## config.mk

```make
export PLATFORM = sky130hd
export DESIGN_NAME = pel_top
export DESIGN_NICKNAME = d
export VERILOG_FILES = /design/src/pel_pkg.sv /design/src/pel_cond.sv /design/src/pel_top.sv
export VERILOG_INCLUDE_DIRS = /design/src /design/src/src
export SDC_FILE = /design/constraint.sdc
export NUM_CORES = 1
export LEC_CHECK = 0
export ABC_AREA = 1
export BUFFER_PORTS_ARGS = -buffer_cell sky130_fd_sc_hd__buf_2
export CORE_MARGIN = 1.5
export CORE_UTILIZATION = 54
export CTS_BUF_LIST = sky130_fd_sc_hd__clkbuf_8 sky130_fd_sc_hd__clkbuf_16
export CTS_CLUSTER_DIAMETER = 50
export CTS_CLUSTER_SIZE = 28
export DETAILED_ROUTE_END_ITERATION = 10
export GPL_TIMING_DRIVEN = 0
export PLACE_DENSITY = 0.76
export SLEW_MARGIN = 20
export SYNTH_ARGS = -nofsm -noshare
export SYNTH_HDL_FRONTEND = slang
export SYNTH_SLANG_ARGS = --single-unit
```

## constraint.sdc

```tcl
create_clock -name ref_clk -period 5.1 [get_ports ref_clk]
set_input_delay 0.765 -clock ref_clk [delete_from_list [all_inputs] [get_ports ref_clk]]
set_output_delay 0.765 -clock ref_clk [all_outputs]
set_load 0.05 [all_outputs]
```

## src/pel_consts.svh

```systemverilog
// Register map, field positions, mode codes and reset values of the edge accumulator
`ifndef PEL_CONSTS_SVH
`define PEL_CONSTS_SVH

// ----------------------------------------
// Register byte offsets
// ----------------------------------------
`define PEL_OFS_CTRL 8'h00
`define PEL_OFS_INC 8'h04
`define PEL_OFS_ACC 8'h08
`define PEL_OFS_STAT 8'h0C

// ----------------------------------------
// Control register fields
// ----------------------------------------
`define PEL_MODE_HI 30
`define PEL_MODE_LO 26
`define PEL_BSEL_HI 13
`define PEL_BSEL_LO 9
`define PEL_ASEL_HI 4
`define PEL_ASEL_LO 0

// ----------------------------------------
// Mode codes
// ----------------------------------------
`define PEL_MODE_OFF 5'h00
`define PEL_MODE_NEVER 5'h10
`define PEL_MODE_ALWAYS 5'h1F
`define PEL_MODE_POS 5'h08
`define PEL_MODE_POS_FB 5'h09
`define PEL_MODE_RISE 5'h0A
`define PEL_MODE_NEG 5'h0C
`define PEL_MODE_NEG_FB 5'h0D
`define PEL_MODE_FALL 5'h0E
`define PEL_MODE_XOR 5'h16
`define PEL_MODE_XNOR 5'h19
`define PEL_MODE_LA 5'h1A
`define PEL_MODE_NLA 5'h15

// ----------------------------------------
// Reset values
// ----------------------------------------
`define PEL_RST_WORD 32'h0000_0000

`endif

```

## src/pel_pkg.sv

```systemverilog
// Types shared by the edge accumulator modules
package pel_pkg;

	typedef logic [4:0] pel_mode_t;
	typedef logic [4:0] pel_sel_t;

	typedef struct packed {
		pel_mode_t mode;
		pel_sel_t bsel;
		pel_sel_t asel;
	} pel_ctrl_s;

	typedef struct packed {
		logic a;
		logic a_dly;
		logic b;
	} pel_smp_s;

endpackage : pel_pkg

```

## src/pel_cond.sv

```systemverilog
// Accumulate condition and feedback decode for one counter
`timescale 1ns/10ps
`default_nettype none
`include "pel_consts.svh"

module pel_cond (
	// Clock and reset, for checks only
	input wire logic ref_clk,
	input wire logic resetn,
	// Mode and pin samples
	input wire pel_pkg::pel_mode_t mode,
	input wire pel_pkg::pel_smp_s smp,
	// Decoded outputs
	output logic acc_en,
	output logic fb_en
);

	logic lvl;
	logic lvl_dly;

	// Polarity bit selects high/rising versus low/falling
	assign lvl = smp.a ^ mode[2];
	assign lvl_dly = smp.a_dly ^ mode[2];

	always_comb begin
		acc_en = 1'b0;
		fb_en = 1'b0;
		if (mode[4]) begin
			// Low nibble is a truth table indexed by {B, A}
			acc_en = mode[{smp.b, smp.a}];
		end else if (mode[3]) begin
			if (mode[1])
				acc_en = lvl & ~lvl_dly;
			else
				acc_en = lvl;
			fb_en = mode[0];
		end
	end
endmodule : pel_cond

`default_nettype wire

```

## src/pel_top.sv

```systemverilog
// APB-mapped pin logic and edge accumulator, one counter
`timescale 1ns/10ps
`default_nettype none
`include "pel_consts.svh"

module pel_top #(
	parameter int NPINS = 32
) (
	// Clock and reset
	input wire logic ref_clk,
	input wire logic resetn,
	// APB slave
	input wire logic psel,
	input wire logic penable,
	input wire logic pwrite,
	input wire logic [7:0] paddr,
	input wire logic [31:0] pwdata,
	output logic [31:0] prdata,
	output logic pready,
	output logic pslverr,
	// Pins
	input wire logic [NPINS-1:0] pin_i,
	output logic [NPINS-1:0] pin_o,
	output logic [NPINS-1:0] pin_oe
);

	// ----------------------------------------
	// Register state
	// ----------------------------------------
	pel_pkg::pel_ctrl_s ctrl_ff;
	logic [31:0] inc_ff;
	logic [31:0] acc_ff;
	logic [NPINS-1:0] sync1_ff;
	logic [NPINS-1:0] sync2_ff;
	pel_pkg::pel_smp_s smp_ff;
	logic [NPINS-1:0] pin_o_ff;
	logic [NPINS-1:0] pin_oe_ff;
	logic [31:0] prdata_ff;
	logic pready_ff;
	logic pslverr_ff;
	logic acc_en;
	logic fb_en;
	logic wr_acc;
	logic wr_ctrl;
	logic wr_inc;
	logic access;
	logic [31:0] nxt_rdata;
	logic nxt_err;

	function automatic logic addr_hit(input logic [7:0] a, input logic [7:0] ofs);
		addr_hit = (a == ofs);
	endfunction : addr_hit

	function automatic pel_pkg::pel_ctrl_s ctrl_unpack(input logic [31:0] w);
		pel_pkg::pel_ctrl_s c;
		c.mode = w[`PEL_MODE_HI:`PEL_MODE_LO];
		c.bsel = w[`PEL_BSEL_HI:`PEL_BSEL_LO];
		c.asel = w[`PEL_ASEL_HI:`PEL_ASEL_LO];
		ctrl_unpack = c;
	endfunction : ctrl_unpack

	function automatic logic [31:0] ctrl_pack(input pel_pkg::pel_ctrl_s c);
		logic [31:0] w;
		w = `PEL_RST_WORD;
		w[`PEL_MODE_HI:`PEL_MODE_LO] = c.mode;
		w[`PEL_BSEL_HI:`PEL_BSEL_LO] = c.bsel;
		w[`PEL_ASEL_HI:`PEL_ASEL_LO] = c.asel;
		ctrl_pack = w;
	endfunction : ctrl_pack

	// ----------------------------------------
	// APB slave
	// ----------------------------------------
	// No wait state: pready rises in the first access cycle
	assign access = psel & penable & pready_ff;
	assign wr_ctrl = access & pwrite & addr_hit(paddr, `PEL_OFS_CTRL);
	assign wr_inc = access & pwrite & addr_hit(paddr, `PEL_OFS_INC);
	assign wr_acc = access & pwrite & addr_hit(paddr, `PEL_OFS_ACC);

	always_comb begin
		nxt_rdata = `PEL_RST_WORD;
		nxt_err = 1'b0;
		case (paddr)
			`PEL_OFS_CTRL: nxt_rdata = ctrl_pack(ctrl_ff);
			`PEL_OFS_INC: nxt_rdata = inc_ff;
			`PEL_OFS_ACC: nxt_rdata = acc_ff;
			`PEL_OFS_STAT: nxt_rdata = {29'h0000_0000, smp_ff.b, smp_ff.a_dly, smp_ff.a};
			default: nxt_err = 1'b1;
		endcase
	end

	always_ff @(posedge ref_clk) begin
		if (!resetn) begin
			pready_ff <= 1'b0;
			pslverr_ff <= 1'b0;
			prdata_ff <= `PEL_RST_WORD;
		end else begin
			pready_ff <= psel & ~penable;
			pslverr_ff <= psel & ~penable & nxt_err;
			// Accumulator read is a snapshot from the setup cycle
			if (psel & ~penable)
				prdata_ff <= pwrite ? `PEL_RST_WORD : nxt_rdata;
		end
	end

	// ----------------------------------------
	// Control and increment registers
	// ----------------------------------------
	always_ff @(posedge ref_clk) begin
		if (!resetn)
			ctrl_ff <= '0;
		else if (wr_ctrl)
			ctrl_ff <= ctrl_unpack(pwdata);
	end

	always_ff @(posedge ref_clk) begin
		if (!resetn)
			inc_ff <= `PEL_RST_WORD;
		else if (wr_inc)
			inc_ff <= pwdata;
	end

	// ----------------------------------------
	// Pin synchroniser and samples
	// ----------------------------------------
	always_ff @(posedge ref_clk) begin
		if (!resetn) begin
			sync1_ff <= '0;
			sync2_ff <= '0;
		end else begin
			sync1_ff <= pin_i;
			sync2_ff <= sync1_ff;
		end
	end

	// Buffered sample feeds the equation of the next cycle
	always_ff @(posedge ref_clk) begin
		if (!resetn)
			smp_ff <= '0;
		else begin
			smp_ff.a <= sync2_ff[ctrl_ff.asel];
			smp_ff.a_dly <= smp_ff.a;
			smp_ff.b <= sync2_ff[ctrl_ff.bsel];
		end
	end

	pel_cond u_cond (
		.ref_clk(ref_clk),
		.resetn(resetn),
		.mode(ctrl_ff.mode),
		.smp(smp_ff),
		.acc_en(acc_en),
		.fb_en(fb_en)
	);

	// ----------------------------------------
	// Phase accumulator
	// ----------------------------------------
	// Software write wins over an accumulate in the same cycle
	always_ff @(posedge ref_clk) begin
		if (!resetn)
			acc_ff <= `PEL_RST_WORD;
		else if (wr_acc)
			acc_ff <= pwdata;
		else if (acc_en)
			acc_ff <= 32'(acc_ff + inc_ff);
	end

	// ----------------------------------------
	// Feedback drive
	// ----------------------------------------
	// Only the selected second pin is ever driven; logic modes leave it input
	always_ff @(posedge ref_clk) begin
		if (!resetn) begin
			pin_o_ff <= '0;
			pin_oe_ff <= '0;
		end else begin
			pin_o_ff <= '0;
			pin_oe_ff <= '0;
			if (fb_en) begin
				pin_o_ff[ctrl_ff.bsel] <= ~smp_ff.a;
				pin_oe_ff[ctrl_ff.bsel] <= 1'b1;
			end
		end
	end

	assign prdata = prdata_ff;
	assign pready = pready_ff;
	assign pslverr = pslverr_ff;
	assign pin_o = pin_o_ff;
	assign pin_oe = pin_oe_ff;
endmodule : pel_top

`default_nettype wire

```

After elaboration in Yosys (flattened, before gate mapping)
Cells that the tools add are included.
- register bits after elaboration: 244
- bits in latches: 0
- bits in writable memories: 0
- memory bits (read-only): 0
- input port bits: 77
- output and inout port bits: 98
- logic and storage cells: 61
- memories: 0
- add/subtract/negate cells: 1
- $mul: 0
- div/mod/pow operators: 0
- magnitude comparators: 4
- equality and inequality tests: 3
- shift-type cells: 0
- mux-type cells: 18
- bitwise logic cells: 15
- reductions and logical operators: 5
- operator list (kind ; count):
    one-hot mux 32 bit (4 select lines) ; 1
    two-way mux 32 bit ; 3
    adder 32 bit ; 1
    AND 32 bit ; 1
    equality test 8 x 4 -> 1 bit, second input constant ; 2
    less-than comparator 5 x 6 -> 1 bit, second input constant ; 2
    binary-select mux 1 bit (select 5 bit) ; 2
    two-way mux 1 bit ; 10
    AND 1 bit ; 9
    equality test 8 x 3 -> 1 bit, second input constant ; 1
    zero test 8 bit ; 1
    demux 1 bit (select 5 bit) ; 1
    greater-or-equal comparator 5 x 1 -> 1 bit, second input constant ; 1
    less-than comparator 2 x 4 -> 1 bit, second input constant ; 1
    OR reduction 4 bit ; 1
    NOT 1 bit ; 3
    binary-select mux 1 bit (select 2 bit) ; 1
    AND reduction 2 bit ; 1
    nonzero test 2 bit ; 1
    XOR 1 bit ; 2
    logical AND 1 bit ; 1

Depth between registers and ports, before layout
- depth in word-level cells: 8
- mapped depth: 13

By module
From an unflattened synthesis, not the netlist that was laid out.
- cell total of the unflattened synthesis: 1651
- area, all modules: 11233.3 sq um
- modules (own cells, without submodules) (module ; instances ; cells an instance ; area an instance (sq um)):
    pel_top ; 1 ; 1628 ; 11141.9
    pel_cond ; 1 ; 23 ; 91.3

Least setup slack after synthesis
Ideal clock, no wire load.
- path kind: in2reg
- start point: input port paddr[1]
- end point: register acc_ff[28]
- setup time: 0.132 ns
- arrival time: 1.846 ns
- data required time: 4.968 ns
- setup slack: 3.122 ns
- stages: 10
- cell sequence: or2_4 > nor3_2 > nand2_1 > inv_2 > nand2_2 > buf_2 > o21ai_0 > inv_1 > nand2_1 > a21oi_1
- word-level cells in the longest chain between the ends: 3
- ends and longest elaborated chain (item ; RTL line ; RTL):
    from (decl) ; pel_top.sv:16 ; input wire logic [7:0] paddr,
    equality test 8 x 4 -> 1 bit * ; pel_top.sv:51 ; addr_hit = (a == ofs);
    AND 1 bit * ; pel_top.sv:78 ; assign wr_acc = access & pwrite & addr_hit(paddr, `PEL_OFS_ACC);
    two-way mux 32 bit or nonzero test 2 bit (tied branches) ; -- ;
    to (signal assigned) ; pel_top.sv:162 ; acc_ff <= `PEL_RST_WORD;
    to (signal assigned) ; pel_top.sv:164 ; acc_ff <= pwdata;
    to (signal assigned) ; pel_top.sv:166 ; acc_ff <= 32'(acc_ff + inc_ff);
    to (decl) ; pel_top.sv:32 ; logic [31:0] acc_ff;
Every way passes the cells marked *; elsewhere a longest branch is shown, timed or not.
A chain may end at the register's enable or synchronous reset.

Worst setup path after layout
- start point: register inc_ff[0]
- end point: register acc_ff[24]
- word-level cells in the longest chain between the ends: 3
- ends and longest elaborated chain (item ; RTL line ; RTL):
    from (decl) ; pel_top.sv:31 ; logic [31:0] inc_ff;
    from (signal assigned) ; pel_top.sv:118 ; inc_ff <= `PEL_RST_WORD;
    from (signal assigned) ; pel_top.sv:120 ; inc_ff <= pwdata;
    adder 32 bit ; pel_top.sv:166 ;
    two-way mux 32 bit ; pel_top.sv:165 ; else if (acc_en)
    two-way mux 32 bit ; pel_top.sv:163 ; else if (wr_acc)
Every way passes these cells. The select of a mux whose other input is x is not followed.

==> impl_metrics.py <==
metrics = {
    "grt": {
        "grtUsageTotal_pct": 30.3,
        "grt_overflow": 0,
        "use_met2_pct": 46.1,
        "use_met1_pct": 43.7,
        "grt_pass1_vias": 9967,
        "grt_antenna_before_repair": 0,
        "grtUsageMet3_pct": 4.91,
        "grt_max_degree": 29,
        "grt_pass1_wl_um": 52300,
        "busiest_layer": "met2",
    },
    "cts": {
        "cts_resized": 0,
        "cts_buffers": 20,
        "clk_pin_slew_ps": 100,
        "clk_latency_ps": 520,
        "clockRootBuffer": "clkbuf_16",
        "post_cts_buffers": 0,
        "clock_path_buffers": 3,
        "h-tree-depth": 1,
        "cts_tree": "done",
        "cts.sinks": 244,
        "hold_buffers": 0,
    },
    "sta": {
        "worst_hold_slack_ps": 407,
        "period_share_pct": 50.3,
        "finalMaxSlewViolations": 0,
        "max_freq_mhz": 390,
        "finalHoldViolCount": 0,
        "tightest_slew_ps": 815,
        "setup_tns_ps": 0,
        "setup_violations": 0,
        "period_needed_ps": 2570,
        "slew_headroom_pct": 45.6,
        "clock_skew_ps": 15.7,
        "rsz0062_at_grt": "no",
    },
    "power": {
        "p_int_mw": 2.82,
        "power_frac_seq_pct": 50.9,
        "powerDensity_mw_per_mm2": 285,
        "switching_share_pct": 26.0,
        "peakVddDrop_uv": 242,
        "leakage_nw": 6.78,
        "clkPwrFrac_pct": 45.5,
        "p_sw_uw": 988,
        "p_comb_share_pct": 3.6,
        "power.total_mw": 3.81,
    },
    "die": {
        "die_y_um": 148,
        "start_util_pct": 55.7,
        "design.core.area_mm2": 0.0204,
        "fp.dieW_um": 148,
        "num_io_pins": 175,
        "die_area_mm2": 0.0220,
        "rows": 52,
    },
    "critical_path": {
        "slowest_stage": "fa_1",
        "cp_common_cell": "nand3_1",
        "max_stage_delay_ps": 510,
        "critPathKind": "reg -> reg",
        "cp_max_fo": 4,
        "crit_start": "inc_ff[0]",
        "cp-start-kind": "flip-flop",
        "endpoint_kind": "flip-flop",
        "path_cells": "ha_1 -> fa_1 -> nand3_1 -> nand3_1 -> nand2_1 -> nand3_1 -> nand2_1 -> nand3_1 -> nand2_1 -> nand3_1 -> nand2_1 -> a21oi_1",
        "arrival_ps": 2950,
        "regToRegStartpoint": "inc_ff[0]",
        "cp_data_required_time_ps": 5480,
    },
    "detailed_routing": {
        "drt_first_pass_iters": 6,
        "drt_iter0_markers": 1123,
        "vias": 11200,
        "routedWlPerCell_um": 16.4,
        "drt_wl_total_um": 34200,
        "drc": 0,
        "vias_per_cell": 5.37,
        "ant_nets": 0,
    },
    "layout": {
        "num_antenna_cells": 0,
        "nets": 1913,
        "drive_gt1_share_pct": 14.4,
        "fillCellCount": 1833,
        "synthToLayoutAreaGrowth_pct": 17.5,
        "regArea_mm2": 0.00488,
        "multi_input_area_mm2": 0.00524,
        "utilization_pct": 65.4,
    },
    "synth": {
        "ys_async_sr_fraction_pct": 0,
        "yosys_warnings": 0,
        "syn_area_mm2": 0.0114,
        "synth_top_area_share_pct": 42.9,
        "synth.net_count": 1718,
        "netlist.top_cell.by_area": "dfxtp_1",
        "ys_seq_elements": 244,
        "synth.distinct_cells": 47,
        "avgSynthCellArea_um2": 7.07,
        "seq_area_frac_synth_pct": 42.9,
        "synth_area_leaders": "dfxtp_1, nand2_1, inv_1, a21oi_1, nand3_1",
        "synth_flop_cell": "dfxtp_1",
        "synth_edf_count": 0,
        "netlist_instances": 1609,
    },
    "placed_design": {
        "gp_congestion": 0.955,
        "hpwl_um": 26600,
        "io_buffers": 173,
    },
    "hold_path": {
        "hold_path.class": "reg -> reg",
        "min_from": "sync1_ff[10]",
    },
    "outcome": {
        "outcome": "complete, no violations",
    },
    "job": {
        "drv_cap": 0,
    },
}
-- cell type report --
cell class,count,share of cell area [%]
inverter,246,6.91
timing repair buffer,173,6.48
clock buffer,21,3.93
buffer,72,2.49
clock inverter,14,1.93
sequential,244,36.5
tap,270,2.53
multi-input combinational,1047,39.2
-- state kept, by name, indices dropped and copies added (netlist names), 15 cells and up --
register / cells
pin_o: 32
sync1_ff: 32
inc_ff: 32
ctrl_ff: 15
pin_oe: 32
sync2_ff: 32
acc_ff: 32
prdata: 32
-- critical path, delay by kind of cell, from the launching register on --
family          cells  cell delay [ps]
compound gates      1               60
fa+ha+maj           2              770
flops               1              340
simple gates        9             1260
-- routing by layer --
metal | vias up | part of all wire [%]
met2 | 544 | 42
met5 | - | 0
li1 | 5531 | -
met4 | 0 | 3.2
met3 | 80 | 10
met1 | 5056 | 44
-- final timing paths --
path,endpoint,slack [ps],cells after the start
min,sync2_ff[10],410,2
max reg2reg,acc_ff[24],2530,12
min reg2reg,sync2_ff[10],410,2
max,acc_ff[24],2530,12
-- power groups by stage --
stage	Combinational (mW)	Sequential (mW)	Clock (mW)
6_report	0.138	1.94	1.73
5_1_grt	0.150	1.94	1.82
4_1_cts	0.134	1.94	1.75
3_5_place_dp	0.133	1.98	0
3_3_place_gp	0.132	1.98	0
2_1_floorplan	0.0642	1.98	0
-- logic make-up (layout without fill, tap and decap cells) --
| kind of cell | after synthesis | in the layout | share of synthesized area, % |
|---|---|---|---|
| AND/OR/NAND/NOR | 716 | 716 | 26.3 |
| buffers and inverters | 318 | 526 | 11.0 |
| AO/OA/AOI/OAI | 280 | 280 | 14.7 |
| flip-flops | 244 | 244 | 42.9 |
| adder cells (fa/ha/maj) | 32 | 32 | 3.58 |
| XOR/XNOR | 16 | 16 | 1.23 |
| multiplexers | 3 | 3 | 0.264 |
-- cell usage after synthesis (3+ instances only) --
cell / n
xnor2_1: 7
inv_2: 3
a211oi_2: 8
inv_1: 238
mux2i_1: 3
ha_1: 31
a21oi_1: 118
nand3_1: 105
nand2_1: 430
a22oi_1: 8
nor2_1: 118
nand4_1: 5
clkbuf_1: 38
xor2_1: 9
o21bai_1: 6
or2_2: 3
a22o_1: 16
buf_2: 23
o21ai_1: 7
o21ai_0: 75
buf_4: 3
dfxtp_1: 244
o211ai_1: 14
a31oi_1: 7
clkinv_1: 5
buf_6: 3
nor3_1: 42
buf_1: 5
o221ai_1: 11
-- cell usage in the layout (no fill, tap or decap), drive strengths merged, types with 11 or more instances in the layout --
master	netlist	final
nor3	44	44
clkbuf	38	59
nor2	121	121
o21ai	82	82
buf	34	207
inv	241	246
o221ai	11	11
nand2	431	431
o211ai	14	14
clkinv	5	12
dfxtp	244	244
ha	31	31
a22o	16	16
nand3	106	106
a21oi	118	118
-- metrics by stage --
| step | cell area (um^2) | instances | setup WS, ps |
|---|---|---|---|
| after detailed placement | 12600 | 2052 | 2630 |
| after global routing | 13400 | 2087 | 2450 |
| after global placement | 12600 | 2052 | 2650 |
| after CTS | 13400 | 2087 | 2580 |
| final | 13400 | 2087 | 2530 |
| after floorplan | 11400 | 1609 | 3120 |
(Power assumes the default switching activity.)
